===== src/fpocl_pkg.sv =====
`default_nettype none
package fpocl_pkg;
    // operand formats
    typedef enum logic [1:0] {
        FPOCL_FMT_SINGLE = 2'b00,
        FPOCL_FMT_DOUBLE = 2'b01,
        FPOCL_FMT_QUAD = 2'b10
    } fpocl_fmt_type;

    // operand class, one-hot free binary code
    typedef enum logic [2:0] {
        FPOCL_CLS_NORMAL = 3'b000,
        FPOCL_CLS_SUBNORMAL = 3'b001,
        FPOCL_CLS_ZERO = 3'b010,
        FPOCL_CLS_INFINITY = 3'b011,
        FPOCL_CLS_SNAN = 3'b100,
        FPOCL_CLS_QNAN = 3'b101
    } fpocl_class_type;

    // field layout, single
    localparam int SP_WIDTH = 32;
    localparam int SP_EXP_W = 8;
    localparam int SP_FRAC_W = 23;
    localparam int SP_SIGN_POS = 31;
    localparam int SP_EXP_LSB = 23;
    // field layout, double
    localparam int DP_WIDTH = 64;
    localparam int DP_EXP_W = 11;
    localparam int DP_FRAC_W = 52;
    localparam int DP_SIGN_POS = 63;
    localparam int DP_EXP_LSB = 52;
    // field layout, quad
    localparam int QP_WIDTH = 128;
    localparam int QP_EXP_W = 15;
    localparam int QP_FRAC_W = 112;
    localparam int QP_SIGN_POS = 127;
    localparam int QP_EXP_LSB = 112;
    localparam int QP_TOP_FRAC_W = 16;
    localparam int REG_W = 32;

    // biases and extremes (true exponents, 16-bit signed; all-ones biased exponent codes, 15-bit unsigned)
    localparam logic signed [15:0] SP_BIAS = 16'sh007f;
    localparam logic signed [15:0] DP_BIAS = 16'sh03ff;
    localparam logic signed [15:0] QP_BIAS = 16'sh3fff;
    localparam logic signed [15:0] SP_EMIN = -16'sh007e;
    localparam logic signed [15:0] SP_EMAX = 16'sh007f;
    localparam logic signed [15:0] DP_EMIN = -16'sh03fe;
    localparam logic signed [15:0] QP_EMIN = -16'sh3ffe;
    localparam logic [14:0] SP_EXP_MAX = 15'h00ff;
    localparam logic [14:0] DP_EXP_MAX = 15'h07ff;
    localparam logic [14:0] QP_EXP_MAX = 15'h7fff;

    // address and register numbering
    localparam int ADDR_W = 32;
    localparam int REGNUM_W = 5;
    localparam int FRAC_BUS_W = 112;

    // access sizes in bytes, log2
    typedef enum logic [2:0] {
        FPOCL_SZ_BYTE = 3'b000,
        FPOCL_SZ_HALF = 3'b001,
        FPOCL_SZ_WORD = 3'b010,
        FPOCL_SZ_DOUBLE = 3'b011,
        FPOCL_SZ_QUAD = 3'b100
    } fpocl_size_type;
endpackage
`default_nettype wire


===== src/fpocl_field_split.sv =====
`default_nettype none
// combinational field extraction, all formats widened to quad-sized fields
module fpocl_field_split
    import fpocl_pkg::*;
(
    // operand
    input wire logic [fpocl_pkg::QP_WIDTH-1:0] operand_i,
    input wire fpocl_pkg::fpocl_fmt_type fmt_i,
    // fields
    output logic sign_o,
    output logic [14:0] exp_o,
    output logic [fpocl_pkg::FRAC_BUS_W-1:0] frac_o,
    output logic exp_all_ones_o
);
    // single and double sit in the low bits, left-justified fraction
    wire [SP_FRAC_W-1:0] sp_frac = operand_i[SP_FRAC_W-1:0];
    wire [DP_FRAC_W-1:0] dp_frac = operand_i[DP_FRAC_W-1:0];
    wire [QP_FRAC_W-1:0] qp_frac = operand_i[QP_FRAC_W-1:0];

    always_comb begin
        sign_o = 1'b0;
        exp_o = '0;
        frac_o = '0;
        exp_all_ones_o = 1'b0;
        case (fmt_i)
            FPOCL_FMT_SINGLE: begin
                sign_o = operand_i[SP_SIGN_POS];
                exp_o = {7'h00, operand_i[SP_EXP_LSB +: SP_EXP_W]};
                frac_o = {sp_frac, {(FRAC_BUS_W-SP_FRAC_W){1'b0}}};
                exp_all_ones_o = (exp_o == SP_EXP_MAX);
            end
            FPOCL_FMT_DOUBLE: begin
                sign_o = operand_i[DP_SIGN_POS];
                exp_o = {4'h0, operand_i[DP_EXP_LSB +: DP_EXP_W]};
                frac_o = {dp_frac, {(FRAC_BUS_W-DP_FRAC_W){1'b0}}};
                exp_all_ones_o = (exp_o == DP_EXP_MAX);
            end
            default: begin
                sign_o = operand_i[QP_SIGN_POS];
                exp_o = operand_i[QP_EXP_LSB +: QP_EXP_W];
                frac_o = qp_frac;
                exp_all_ones_o = (exp_o == QP_EXP_MAX);
            end
        endcase
    end
endmodule
`default_nettype wire


===== src/fpocl_classifier.sv =====
`default_nettype none
module fpocl_classifier
    import fpocl_pkg::*;
(
    // clock and reset
    input wire logic clk_i,
    input wire logic rstn_i,
    // operand classification request
    input wire logic op_valid_i,
    input wire logic [fpocl_pkg::QP_WIDTH-1:0] operand_i,
    input wire fpocl_pkg::fpocl_fmt_type fmt_i,
    input wire logic float_operate_instruction_i,
    // memory access check request
    input wire logic mem_valid_i,
    input wire logic mem_load_i,
    input wire logic [fpocl_pkg::ADDR_W-1:0] mem_addr_i,
    input wire fpocl_pkg::fpocl_size_type mem_size_i,
    input wire logic [fpocl_pkg::REGNUM_W-1:0] mem_rd_i,
    // classification result
    output logic res_valid_o,
    output fpocl_pkg::fpocl_class_type class_o,
    output logic sign_o,
    output logic hidden_bit_o,
    output logic signed [15:0] true_exp_o,
    output logic [fpocl_pkg::FRAC_BUS_W-1:0] frac_o,
    output logic invalid_op_o,
    output logic fp_exception_trap_o,
    // quad register image, first register holds the top
    output logic [fpocl_pkg::REG_W-1:0] quad_reg0_o,
    output logic [fpocl_pkg::REG_W-1:0] quad_reg1_o,
    output logic [fpocl_pkg::REG_W-1:0] quad_reg2_o,
    output logic [fpocl_pkg::REG_W-1:0] quad_reg3_o,
    // memory access result
    output logic mem_res_valid_o,
    output logic misaligned_trap_o,
    output logic [fpocl_pkg::REGNUM_W-1:0] mem_rd_o,
    output logic [3:0] msb_lane_o
);
    import fpocl_pkg::*;

    logic sgn;
    logic [14:0] bexp;
    logic [FRAC_BUS_W-1:0] frac;
    logic exp_max;

    fpocl_field_split u_split (
        .operand_i(operand_i),
        .fmt_i(fmt_i),
        .sign_o(sgn),
        .exp_o(bexp),
        .frac_o(frac),
        .exp_all_ones_o(exp_max)
    );

    // bias and minimum true exponent per format
    function automatic logic signed [15:0] bias_of(input fpocl_fmt_type f);
        case (f)
            FPOCL_FMT_SINGLE: bias_of = SP_BIAS;
            FPOCL_FMT_DOUBLE: bias_of = DP_BIAS;
            default: bias_of = QP_BIAS;
        endcase
    endfunction

    function automatic logic signed [15:0] emin_of(input fpocl_fmt_type f);
        case (f)
            FPOCL_FMT_SINGLE: emin_of = SP_EMIN;
            FPOCL_FMT_DOUBLE: emin_of = DP_EMIN;
            default: emin_of = QP_EMIN;
        endcase
    endfunction

    wire exp_zero = (bexp == 15'h0000);
    wire frac_zero = (frac == '0);
    wire is_nan = exp_max && !frac_zero;
    wire is_snan = is_nan && !frac[FRAC_BUS_W-1];
    wire is_qnan = is_nan && frac[FRAC_BUS_W-1];
    // reserved code 3 splits as quad but is not trapped
    wire is_quad = (fmt_i == FPOCL_FMT_QUAD);

    fpocl_class_type next_class;
    assign next_class = (exp_zero && frac_zero) ? FPOCL_CLS_ZERO :
        (exp_zero) ? FPOCL_CLS_SUBNORMAL :
        (exp_max && frac_zero) ? FPOCL_CLS_INFINITY :
        is_snan ? FPOCL_CLS_SNAN :
        is_qnan ? FPOCL_CLS_QNAN : FPOCL_CLS_NORMAL;

    // subnormal uses minimum exponent; normal subtracts bias
    wire signed [15:0] next_true_exp = exp_zero ? emin_of(fmt_i) :
        16'($signed({1'b0, bexp}) - bias_of(fmt_i));
    wire next_hidden = !exp_zero && !exp_max;
    // quad operate traps and suppresses invalid; res_valid and class still register
    wire next_fpx_trap = op_valid_i && float_operate_instruction_i && is_quad;
    // qnan raises nothing: only snan feeds invalid
    wire next_invalid = op_valid_i && !next_fpx_trap && is_snan;

    // quad word split, big-endian register order
    wire [REG_W-1:0] next_q0 = operand_i[QP_WIDTH-1 -: REG_W];
    wire [REG_W-1:0] next_q1 = operand_i[QP_WIDTH-1-REG_W -: REG_W];
    wire [REG_W-1:0] next_q2 = operand_i[QP_WIDTH-1-2*REG_W -: REG_W];
    wire [REG_W-1:0] next_q3 = operand_i[REG_W-1:0];

    // alignment: low size bits of the address must be zero
    wire [3:0] align_mask = 4'((5'h01 << mem_size_i) - 5'h01);
    wire next_misaligned = mem_valid_i && ((mem_addr_i[3:0] & align_mask) != 4'h0);
    // pair and quad loads drop the odd bit of the destination
    wire even_rd = mem_load_i && (mem_size_i == FPOCL_SZ_DOUBLE || mem_size_i == FPOCL_SZ_QUAD);
    wire [REGNUM_W-1:0] next_rd = even_rd ? {mem_rd_i[REGNUM_W-1:1], 1'b0} : mem_rd_i;
    // byte lane of the most significant byte is the address itself
    wire [3:0] next_lane = mem_addr_i[3:0];

    always_ff @(posedge clk_i or negedge rstn_i) begin
        if (!rstn_i) begin
            res_valid_o <= 1'b0;
            class_o <= FPOCL_CLS_ZERO;
            sign_o <= 1'b0;
            hidden_bit_o <= 1'b0;
            true_exp_o <= 16'sh0000;
            frac_o <= '0;
            invalid_op_o <= 1'b0;
            fp_exception_trap_o <= 1'b0;
        end else begin
            res_valid_o <= op_valid_i;
            class_o <= next_class;
            sign_o <= sgn;
            hidden_bit_o <= next_hidden;
            true_exp_o <= next_true_exp;
            frac_o <= frac;
            invalid_op_o <= next_invalid;
            fp_exception_trap_o <= next_fpx_trap;
        end
    end

    always_ff @(posedge clk_i or negedge rstn_i) begin
        if (!rstn_i) begin
            quad_reg0_o <= '0;
            quad_reg1_o <= '0;
            quad_reg2_o <= '0;
            quad_reg3_o <= '0;
        end else begin
            quad_reg0_o <= next_q0;
            quad_reg1_o <= next_q1;
            quad_reg2_o <= next_q2;
            quad_reg3_o <= next_q3;
        end
    end

    always_ff @(posedge clk_i or negedge rstn_i) begin
        if (!rstn_i) begin
            mem_res_valid_o <= 1'b0;
            misaligned_trap_o <= 1'b0;
            mem_rd_o <= '0;
            msb_lane_o <= 4'h0;
        end else begin
            mem_res_valid_o <= mem_valid_i;
            misaligned_trap_o <= next_misaligned;
            mem_rd_o <= next_rd;
            msb_lane_o <= next_lane;
        end
    end

    // checks
    a_snan_invalid: assert property (@(posedge clk_i) disable iff (!rstn_i)
        res_valid_o && class_o == FPOCL_CLS_SNAN && !fp_exception_trap_o |-> invalid_op_o)
        else $error("snan without invalid");
    a_qnan_quiet: assert property (@(posedge clk_i) disable iff (!rstn_i)
        class_o == FPOCL_CLS_QNAN |-> !invalid_op_o)
        else $error("qnan raised invalid");
    a_quad_op_trap: assert property (@(posedge clk_i) disable iff (!rstn_i)
        op_valid_i && float_operate_instruction_i && fmt_i == FPOCL_FMT_QUAD
        |=> fp_exception_trap_o && !invalid_op_o)
        else $error("quad operate not trapped");
    a_no_sd_trap: assert property (@(posedge clk_i) disable iff (!rstn_i)
        fmt_i != FPOCL_FMT_QUAD |=> !fp_exception_trap_o)
        else $error("single or double trapped");
    a_zero_class: assert property (@(posedge clk_i) disable iff (!rstn_i)
        class_o == FPOCL_CLS_ZERO |-> frac_o == '0 && !hidden_bit_o)
        else $error("zero with fraction");
    a_sp_exp_range: assert property (@(posedge clk_i) disable iff (!rstn_i)
        fmt_i == FPOCL_FMT_SINGLE && next_class == FPOCL_CLS_NORMAL
        |=> true_exp_o >= SP_EMIN && true_exp_o <= SP_EMAX && hidden_bit_o)
        else $error("single exponent out of range");
    a_sub_minexp: assert property (@(posedge clk_i) disable iff (!rstn_i)
        next_class == FPOCL_CLS_SUBNORMAL |=> true_exp_o == emin_of($past(fmt_i)))
        else $error("subnormal exponent wrong");
    a_dp_nan_kind: assert property (@(posedge clk_i) disable iff (!rstn_i)
        fmt_i == FPOCL_FMT_DOUBLE && &operand_i[DP_EXP_LSB +: DP_EXP_W] && operand_i[DP_FRAC_W-1:0] != '0
        |=> class_o == ($past(operand_i[DP_FRAC_W-1]) ? FPOCL_CLS_QNAN : FPOCL_CLS_SNAN))
        else $error("double nan kind wrong");
    a_qp_inf_sign: assert property (@(posedge clk_i) disable iff (!rstn_i)
        fmt_i == FPOCL_FMT_QUAD && &operand_i[QP_EXP_LSB +: QP_EXP_W] && operand_i[QP_FRAC_W-1:0] == '0
        |=> class_o == FPOCL_CLS_INFINITY && sign_o == $past(operand_i[QP_SIGN_POS]))
        else $error("quad infinity misclassified");
    a_quad_align: assert property (@(posedge clk_i) disable iff (!rstn_i)
        mem_valid_i && mem_size_i == FPOCL_SZ_QUAD && mem_addr_i[3:0] != 4'h0
        |=> misaligned_trap_o && mem_res_valid_o)
        else $error("misaligned quad not trapped");
    a_even_dest: assert property (@(posedge clk_i) disable iff (!rstn_i)
        mem_valid_i && mem_load_i && mem_size_i == FPOCL_SZ_QUAD |=> !mem_rd_o[0])
        else $error("quad destination odd");
    a_quad_split: assert property (@(posedge clk_i) disable iff (!rstn_i)
        1'b1 |=> quad_reg0_o[REG_W-2 -: QP_EXP_W] == $past(operand_i[QP_EXP_LSB +: QP_EXP_W]))
        else $error("quad exponent misplaced");
endmodule
`default_nettype wire


===== config.mk =====
export PLATFORM = sky130hd
export DESIGN_NAME = fpocl_classifier
export DESIGN_NICKNAME = d
export VERILOG_FILES = /design/src/fpocl_pkg.sv /design/src/fpocl_field_split.sv /design/src/fpocl_classifier.sv
export SDC_FILE = /design/constraint.sdc
export NUM_CORES = 1
export LEC_CHECK = 0
export BUFFER_PORTS_ARGS = -buffer_cell sky130_fd_sc_hd__buf_2
export CORE_ASPECT_RATIO = 1.4
export CORE_MARGIN = 10
export CORE_UTILIZATION = 30
export DETAILED_ROUTE_END_ITERATION = 6
export GPL_ROUTABILITY_DRIVEN = 0
export GPL_TIMING_DRIVEN = 0
export HOLD_SLACK_MARGIN = 0.12
export PLACE_DENSITY_LB_ADDON = 0.05
export SYNTH_ARGS = -nofsm -noshare
export SYNTH_HDL_FRONTEND = slang
export SYNTH_HIERARCHICAL = 1
export SYNTH_SLANG_ARGS = --single-unit

===== constraint.sdc =====
create_clock -name clk_i -period 0.8 [get_ports clk_i]
set_input_delay 0.08 -clock clk_i [delete_from_list [all_inputs] [get_ports clk_i]]
set_output_delay 0.08 -clock clk_i [all_outputs]
set_load 0.1 [all_outputs]

==> results of run 1 <==
state kept, by name, indices dropped and copies added, names as in the netlist:
name,flops
class_o,3
fp_exception_trap_o,1
frac_o,112
hidden_bit_o,1
invalid_op_o,1
mem_rd_o,5
mem_res_valid_o,1
misaligned_trap_o,1
msb_lane_o,4
quad_reg0_o,32
quad_reg1_o,32
quad_reg2_o,32
quad_reg3_o,32
res_valid_o,1
sign_o,1
true_exp_o,16
kinds of logic (layout without fill, tap and decap cells):
logic type	Yosys count	in the layout
flip-flops	275	275
AND/OR/NAND/NOR	199	199
AO/OA/AOI/OAI	92	92
buffers and inverters	34	628
multiplexers	33	33
XOR/XNOR	12	12
adder cells (fa/ha/maj)	10	10
other	0	1
stage by stage:
step	TNS [ns]	area (sq um)
5_1_grt	-140.77	18510
3_3_place_gp	-1749.16	12500
2_1_floorplan	-17.69	9903
3_5_place_dp	-187.71	12570
4_1_cts	-139.98	17860
6_report	-130.76	18510
worst paths after layout:
kind | cells past startpoint | slack [ns] | endpoint
min | 1 | -0.61 | quad_reg2_o[2]
min in group clk_i | 1 | -0.36 | quad_reg1_o[13]
max | 9 | -0.93 | class_o[2]
max in group asynchronous | 3 | 0.26 | quad_reg1_o[29]
placed cells by master, fill, tap and decap left out, types with 13 or more instances in the layout:
cell and count:
o21ai_0 16, buf_6 45, clkbuf_16 30, and2_1 58
nand2_1 38, buf_8 207, dfrtp_2 272, a22o_1 26
o21ai_2 13, mux2i_1 19, buf_12 55, buf_2 146
nor4_2 14, nand4_1 17, buf_4 28, dlygate4sd3_1 71
metal layers:
layer	share of wire [%]	up-vias	track usage, %
met1	34	3973	22.38
met4	3.5	4	7.811
met2	55	330	41.12
met3	7.0	64	6.142
li1	-	3445	-
met5	0.064	-	0
final cells by class:
class | count | share of cell area (%)
Timing Repair Buffer | 547 | 34.55
Tap cell | 390 | 2.636
Clock buffer | 42 | 4.339
Multi-Input combinational cell | 346 | 16.93
Inverter | 7 | 0.1419
Clock inverter | 7 | 0.5880
Buffer | 25 | 1.757
Sequential cell | 275 | 39.04
Antenna cell | 1 | 0.01352
power groups by stage:
stage	Clock, mW	Sequential [mW]	Combinational, mW
finish	13.2	15.5	13.4
global route	14.0	15.5	13.8
CTS	13.6	15.4	13.0
detailed placement	0	15.3	10.4
global placement	0	15.3	10.3
floorplan	0	21.8	1.20
what timing repair did:
| action | 4_1_cts | 5_1_grt |
|---|---|---|
| pin swaps | 56 | 52 |
| resized for setup | 913 | 143 |
| hold buffers | 73 | 16 |
| cloned | 5 | 0 |
| setup buffers | 38 | 5 |
| setup endpoints to repair | 414 | 379 |
| endpoints found under the hold margin | 449 | 379 |
==> run metrics, run 1 <==
Max Fclk=579.6 MHz; XOR/XNOR Fraction of Synth Area=1.125%; CTS tree=built; PD cells=2268 nW/um^2; critical path class=in2reg; Hold WC Path Type=in2async; Slowest cell on crit path=dlygate4sd3_1; largest family of logic cells by synthesized area=simple AND/OR/NAND/NOR gates; final period utilization=215.7%; Period minus WS final=1.725 ns; Internal Power=26.69 mW; Crit path required time=1.25 ns; top_reg_cell synth=dfrtp_1; failing checks=hold timing, setup timing; Clock transition at path regs=0.06 ns; initial antenna violation count=2; endpoints failing setup=297; routed length per placed instance=26.52 um; leakage=8.115 nW; most frequent cell after synthesis=dfrtp_1; worst path bufs/invs=3; first-pass GRT wire length=62.67 mm; total gr overflow=0; Synth Area in Compound Gates=6.631%; TritonCTS Buffers=28; fillcell total=2424; vias in the first global route=9042; final core occ=60.27%; Comb pwr share=31.8%; Vert. Die Dim=228.8 um; maxcap violations=0; Setup crit end kind=flip-flop; Crit path top cell by count=nor4_4; post-synthesis cell area=9340 sq um; Worst Max-Slew Pin Slew=0.5064 ns; Reg power frac=36.9%; setup slack after layout=-0.9255 ns; Sw Share=36.43%; Worst VDD drop=1493 uV; synthesis-to-layout area growth=98.19%; Die ar.=38690 sq um; core box area=30710 sq um; Total GRT Usage=21.94%; CTS Buffer Depth=3; Post-Syn Instances=655; Slew headroom=66.01%; cell family with most CP delay=simple AND/OR/NAND/NOR gates; crit-path cells=buf_2 > dlygate4sd3_1 > a22o_1 > nor4_4 > nand4_1 > nor4_4 > buf_4 > nand2_4 > and3b_1; Adder-Cell Fraction of Synth Area=1.340%; post-synthesis mux area share=3.537%; layout cells sized above 1=73.74%; CTS Sinks=275; Routed WL=43.49 mm; DRT iter0 DRCs=328; Initial Util=30.41%; Critical path origin=operand_i[87]; number of enable flip-flop cells after synthesis=0; Seq/Total Area, Yosys=73.69%; Critical Path Max Stage Delay=0.57 ns; synthesized area per cell=14.26 sq um; Hold Vio Cnt, Final=348; Place WS=-2.338 ns; unrepaired setup endpoints after global routing=true; simple-gate share of the synthesized area=12.02%; top cells by area, synth=dfrtp_1 (73%), and2_1 (4.4%), mux2i_1 (3.5%), a22o_1 (2.9%), o21ai_0 (2.4%); htree depth=1; Reg area=7227 sq um; async set-reset flop share out of synthesis=100.0%; Hold WS=-0.6125 ns; power share of the clock group=31.3%; IO Port Bufs=422; Cell Count Post-Placement=1469; Synth top cells by count=dfrtp_1 (274), and2_1 (65), nand2_1 (46), o21ai_0 (44), mux2i_1 (33); status=complete, but fails checks; I/O Pins=451; Pre-antenna DRT Iters=4; Yosys top cell by area=dfrtp_1; Rows=76; Multi-input gate area=3134 sq um; net switching power=15.29 mW; total of warnings raised by yosys=6; max-slew violations=0; Post-DRT Antenna Nets=0; Arr. time, crit path=2.17 ns; Root Driver=clkbuf_16; Avg Vias per Cell=4.766; DPL Wire Length=32.46 mm; final cell count without fillers=1640; pin count of the biggest net entering global routing=96; Total Power=41.99 mW; via count=7816; nets=1416; Die X=169.1 um; DR DRC count=0; share of the synthesized area in the top cell type=73.41%; Cell variety after synth=46; Crit Path Max Fanout=4; #FFs+latches synth=275; Post-Synthesis Net Count=841; Startpoint Class=primary input
Note: power is estimated with default switching activity, not from simulation.
==> run 2: changes to the inputs <==
--- a/config.mk
+++ b/config.mk
@@ -13,6 +13,7 @@
 export GPL_ROUTABILITY_DRIVEN = 0
 export GPL_TIMING_DRIVEN = 0
 export HOLD_SLACK_MARGIN = 0.12
+export MAX_ROUTING_LAYER = met4
 export PLACE_DENSITY_LB_ADDON = 0.05
 export SYNTH_ARGS = -nofsm -noshare
 export SYNTH_HDL_FRONTEND = slang
==> run 2 against run 1 <==
The flow still finishes with violations (hold timing, setup timing). Total power barely moved. Cell count barely moved. Clock power barely moved. Combinational power barely moved. Global-route usage rose by 0.63 points. Sequential cell count did not move. Largest power group unchanged.
==> run metrics, run 2 (synthesized netlist as in run 1, its figures left out) <==
Period minus WS final=1.716 ns (-0.009322 ns); max FFs per register=112 (unchanged); Comb pwr share=31.8% (about the same); unrepaired setup endpoints after global routing=true; core box area=30710 sq um (unchanged); status=complete, but fails checks; Initial Util=30.41% (unchanged); Setup crit end=class_o[2]; TritonCTS Buffers=28 (unchanged); Reg power frac=36.9% (about the same); Total GRT Usage=22.57% (+0.63 points); Hold WC Path Type=in2async; Root Driver=clkbuf_16; synthesis-to-layout area growth=97.99%; Vert. Die Dim=228.8 um (unchanged); Cell Count Post-Placement=1469 (unchanged); setup slack after layout=-0.9162 ns (+0.009322 ns); net switching power=15.27 mW (-0.13%); Hold WS=-0.6185 ns (-0.006015 ns); Internal Power=26.68 mW (about the same); Max Fclk=582.7 MHz (+0.54%); max-slew violations=0 (unchanged); I/O Pins=451 (unchanged); Slew headroom=65.03% (-0.99 points); critical path class=in2reg; Crit path required time=1.25 ns (about the same); largest register by flop count=frac_o; Pre-antenna DRT Iters=6 (+2); Arr. time, crit path=2.17 ns (about the same); Total Power=41.96 mW (about the same); Rows=76 (unchanged); layout cells sized above 1=73.72% (about the same); final period utilization=214.5% (-1.2 points); TNS Setup=-130.44 ns (+0.3130 ns); fin area=18490 sq um (-0.10%); PD cells=2269 nW/um^2 (about the same); Die X=169.1 um (unchanged); total gr overflow=0 (unchanged); fillcell total=2433 (+0.37%); Place WS=-2.338 ns (unchanged); Routed WL=43.42 mm (-0.17%); Worst VDD drop=1493 uV (about the same); initial antenna violation count=2 (unchanged); pin count of the biggest net entering global routing=96 (unchanged); Post-DRT Antenna Nets=0 (unchanged); nets=1415 (-0.071%); Worst Max-Slew Pin Slew=0.5246 ns (+0.01821 ns); Die ar.=38690 sq um (unchanged); Crit Path Max Fanout=4 (unchanged); failing checks=hold timing, setup timing; Sw Share=36.40% (about the same); CTS tree=built; routed length per placed instance=26.46 um (-0.23%); endpoints failing setup=297 (unchanged); CTS Buffer Depth=3 (unchanged); IO Port Bufs=422 (unchanged); via count=7838 (+0.28%); Critical path origin=operand_i[87]; maxcap violations=0 (unchanged); Startpoint Class=primary input; CTS Sinks=275 (unchanged); Setup crit end kind=flip-flop; Clock transition at path regs=0.06 ns (about the same); DPL Wire Length=32.46 mm (unchanged); vias in the first global route=9079 (+0.41%); leakage=8.107 nW (about the same); first-pass GRT wire length=62.49 mm (-0.29%); Post-DP Area=12570 sq um (unchanged); most frequent cells in the layout=dfrtp_2 (272), buf_8 (205), buf_2 (146); Hold Vio Cnt, Final=351 (+0.86%); commonest non-fill, non-tap cell in the layout=dfrtp_2; DR DRC count=0 (unchanged); DRT iter0 DRCs=311 (-5.2%); Avg Vias per Cell=4.776 (+0.22%); final cell count without fillers=1641 (+0.061%); htree depth=1 (unchanged); power share of the clock group=31.3% (about the same)
==> run 2: how the worst min path moves through the flow <==
stage                                 to  cells after the start  slack [ns]
final                     quad_reg2_o[2]                      1       -0.62
after global routing      quad_reg2_o[2]                      1       -0.61
after CTS                 quad_reg2_o[2]                      1       -0.56
after detailed placement  quad_reg2_o[2]                      1        0.04
after global placement       mem_rd_o[4]                      1        0.19
after floorplan               class_o[0]                      0       -0.22
==> run 2: through the flow <==
stage | hold WS, ns | utilization [%]
after floorplan | -0.2156 | -
after global placement | 0.1875 | 40.71
after detailed placement | 0.04410 | 40.92
after CTS | -0.5560 | 58.16
after global routing | -0.6084 | 60.20
final | -0.6185 | 60.21
==> run 2: layout make-up <==
type                    count  area, sq um  area share (%)
well taps                 390        488.0           2.639
inverters                   7        26.28          0.1421
repair buffers            546         6379           34.49
clock buffers              42        803.3           4.344
plain buffers              25        325.3           1.759
clock inverters             7        108.9          0.5886
multi-input cells         346         3128           16.91
flip-flops and latches    275         7227           39.08
diodes                      3        7.507         0.04060
==> run 2: timing repair <==
item,in CTS,in global routing
gates cloned,5,0
resized for setup,913,140
pin swaps,56,51
buffers inserted,38,5
hold endpoints to repair,449,380
hold buffers,73,15
setup endpoints to repair,414,368
==> run 2: critical path, cell delays in order <==
cell,delay [ns]
buf_2,0.10
dlygate4sd3_1,0.57
a22o_1,0.28
nor4_4,0.16
nand4_1,0.25
nor4_4,0.30
buf_4,0.18
nand2_4,0.06
and3b_1,0.17
==> run 2: per-layer routing <==
| layer | track usage, % | up-vias | part of all wire [%] |
|---|---|---|---|
| met4 | 7.811 | 0 | 3.2 |
| met3 | 5.850 | 59 | 6.9 |
| met2 | 41.14 | 320 | 56 |
| li1 | - | 3453 | - |
| met1 | 22.58 | 4006 | 34 |
| met5 | - | - | 0 |
==> run 2: power by group through the flow <==
stage | registers, mW | logic [mW] | clock network (mW)
floorplan | 21.8 | 1.20 | 0
global placement | 15.3 | 10.3 | 0
detailed placement | 15.3 | 10.4 | 0
CTS | 15.4 | 13.0 | 13.6
global route | 15.5 | 13.8 | 14.0
finish | 15.5 | 13.3 | 13.1
==> run 3: changes to the inputs <==
--- a/config.mk
+++ b/config.mk
@@ -5,6 +5,7 @@
 export SDC_FILE = /design/constraint.sdc
 export NUM_CORES = 1
 export LEC_CHECK = 0
+export ABC_AREA = 1
 export BUFFER_PORTS_ARGS = -buffer_cell sky130_fd_sc_hd__buf_2
 export CORE_ASPECT_RATIO = 1.4
 export CORE_MARGIN = 10
==> run 3 against run 2 <==
Sequential power about the same. Combinational power about the same. First-iteration DRC count up 41%. Non-clock buffer count down 6. Hold slack better by 0.11 ns. Core utilization down 2.9 points. Final area up 2.5%. Die area up 6.5%. The run still ends with hold timing, setup timing left.
==> run metrics, run 3 <==
CTS tree=built; total of warnings raised by yosys=6 (unchanged); fillcell total=2823 (+16%); number of enable flip-flop cells after synthesis=0 (unchanged); crit-path cells=buf_12 > buf_12 > nor2_8 > inv_8 > buf_12 > o211ai_1 > buf_4 > ha_4 > nand2_4 > nor3_4 > nand2_2 > buf_4 > nand3_2 > nand2_2 > nand2_1 > nand2_1 > o21ai_2; max-slew violations=0 (unchanged); layout cells sized above 1=62.46% (-11 points); Seq/Total Area, Yosys=68.69% (-5.0 points); Max Fclk=658.6 MHz (+13%); Setup crit end kind=flip-flop; most frequent cell after synthesis=dfrtp_1; I/O Pins=451 (unchanged); CTS Sinks=275 (unchanged); DPL Wire Length=35.82 mm (+10%); Crit path required time=1.27 ns (+0.02 ns); leakage=9.077 nW (+12%); post-synthesis cell area=10020 sq um (+7.3%); TNS Setup=-125.49 ns (+4.953 ns); status=complete, but fails checks; Total Power=42.85 mW (+2.1%); Die ar.=41210 sq um (+6.5%); Clock transition at path regs=0.06 ns (about the same); commonest non-fill, non-tap cell in the layout=dfrtp_2; Critical Path Max Stage Delay=0.18 ns (-0.39 ns); top_reg_cell synth=dfrtp_1; Worst VDD drop=1602 uV (+7.3%); Hold WC Path Type=in2async; synthesis-to-layout area growth=89.26%; via count=8913 (+14%); Synth top cells by count=dfrtp_1 (274), nand2_1 (239), inv_1 (118), nor2_1 (104), nand3_1 (61); worst path bufs/invs=6 (+3); max FFs per register=112 (unchanged); routed length per placed instance=23.95 um (-9.5%); core box area=33110 sq um (+7.8%); Total GRT Usage=23.17% (+0.60 points); Arr. time, crit path=1.99 ns (-0.18 ns); Routed WL=47.62 mm (+9.7%); setup slack after layout=-0.7184 ns (+0.1977 ns); Post-DRT Antenna Nets=0 (unchanged); Yosys top cell by area=dfrtp_1; TritonCTS Buffers=28 (unchanged); most frequent cells in the layout=dfrtp_2 (273), nand2_1 (211), buf_8 (197); Cell variety after synth=39 (-15%); PD cells=2260 nW/um^2 (-0.41%); final core occ=57.27% (-2.9 points); htree depth=1 (unchanged); Slowest cell on crit path=buf_4; Pre-antenna DRT Iters=5 (-1); first-pass GRT wire length=68.24 mm (+9.2%); failing checks=hold timing, setup timing; initial antenna violation count=6 (+4); pin count of the biggest net entering global routing=107 (+11%); Crit path top cell by count=buf_12; Worst Max-Slew Pin Slew=0.6002 ns (+0.07561 ns); vias in the first global route=10067 (+11%); endpoints failing setup=298 (+0.34%); final period utilization=189.8% (-25 points); WP depth=17 (+8); top cells by area, synth=dfrtp_1 (68%), nand2_1 (9.0%), inv_1 (4.4%), nor2_1 (3.9%), nand3_1 (3.0%); Vert. Die Dim=236.2 um (+3.3%); CTS Buffer Depth=3 (unchanged); Post-Synthesis Net Count=1133 (+35%); cell family with most CP delay=buffers and inverters; #FFs+latches synth=275 (unchanged); synthesized area per cell=10.58 sq um (-26%); DRT iter0 DRCs=438 (+41%); DR DRC count=0 (unchanged); Startpoint Class=primary input; unrepaired setup endpoints after global routing=true; Period minus WS final=1.518 ns (-0.1977 ns); Hold WS=-0.5121 ns (+0.1063 ns); total gr overflow=0 (unchanged); Slew headroom=59.99% (-5.0 points); Avg Vias per Cell=4.483 (-6.1%); IO Port Bufs=422 (unchanged); maxcap violations=0 (unchanged); Hold Vio Cnt, Final=289 (-18%); largest register by flop count=frac_o; nets=1701 (+20%); Post-Syn Instances=947 (+45%); Rows=79 (+3.9%); critical path class=in2reg; Die X=174.5 um (+3.2%); Root Driver=clkbuf_16; Crit Path Max Fanout=5 (+1); async set-reset flop share out of synthesis=100.0% (unchanged); share of the synthesized area in the top cell type=68.43% (-5.0 points); Initial Util=30.26% (-0.15 points)
==> run 3: cell count changes in the layout (fill, tap and decap cells not counted), sizes merged, moves of 14 or more <==
cell / previous run / this run
nand2: 46 / 244
inv: 8 / 122
nor2: 12 / 105
and2: 65 / 0
nand3: 4 / 62
mux2i: 33 / 0
a22o: 31 / 0
nor4: 31 / 2
o211ai: 0 / 18
buf: 485 / 502
o21ai: 44 / 30
==> run 3: final cells by class <==
class                           instances  area (sq um)  area share, %
Timing Repair inverter                  1         16.27        0.08577
Buffer                                 28         359.1          1.894
Tap cell                              445         556.8          2.936
Timing Repair Buffer                  537          6237          32.89
Clock buffer                           39         803.3          4.236
Antenna cell                            6         15.01        0.07918
Inverter                              124         493.0          2.600
Clock inverter                         13         171.4         0.9039
Multi-Input combinational cell        520          3083          16.26
Sequential cell                       275          7228          38.12
==> run 3: cell families (layout without fill, tap and decap cells) <==
group                      Yosys count  count (layout)  synth area share, %
adders and majority gates           10              10                1.249
and+or+nand+nor                    437             437                18.24
AOI/OAI and AO/OA                   67              67                4.633
other                                0               6                    0
buffers and inverters              152             742                6.656
xor gates and xnor gates             6               6               0.5245
DFF                                275             275                68.69
==> run 3: per-layer routing <==
layer	global-route usage [%]	vias up	share of wire, %
met1	22.28	4359	33
met5	-	-	0
li1	-	4099	-
met4	9.712	0	4.8
met3	5.675	99	7.0
met2	43.04	356	55
==> run 3: path summary, 6_finish.rpt <==
check	startpoint	to	slack [ns]
setup / recovery	fmt_i[1]	true_exp_o[10]	-0.72
hold / removal	rstn_i	mem_rd_o[4]	-0.51
max in group asynchronous	rstn_i	quad_reg1_o[17]	0.34
min in group clk_i	operand_i[87]	quad_reg1_o[23]	-0.35
==> run 3: timing repair <==
action	in CTS	in global routing
gates cloned	3	0
endpoints found under the hold margin	542	306
hold buffers	58	21
buffers inserted	41	11
pin swaps	31	52
gates resized for setup	881	167
setup endpoints to repair	296	299
==> run 3: where the power goes <==
part / internal (mW) / switching, mW / total (mW)
Clock: 8.29 / 5.57 / 13.9
Sequential: 14.9 / 0.589 / 15.5
Combinational: 4.03 / 9.46 / 13.5
==> run 3: through the flow <==
stage	area (sq um)	hold slack [ns]	setup slack (ns)	instances
after floorplan	10490	-0.2156	-0.8700	947
after global placement	13160	0.1885	-6.153	1814
after detailed placement	13220	0.09692	-1.602	1816
after CTS	18210	-0.4843	-0.6703	1970
after global routing	18960	-0.4754	-0.7811	1988
final	18960	-0.5121	-0.7184	1988
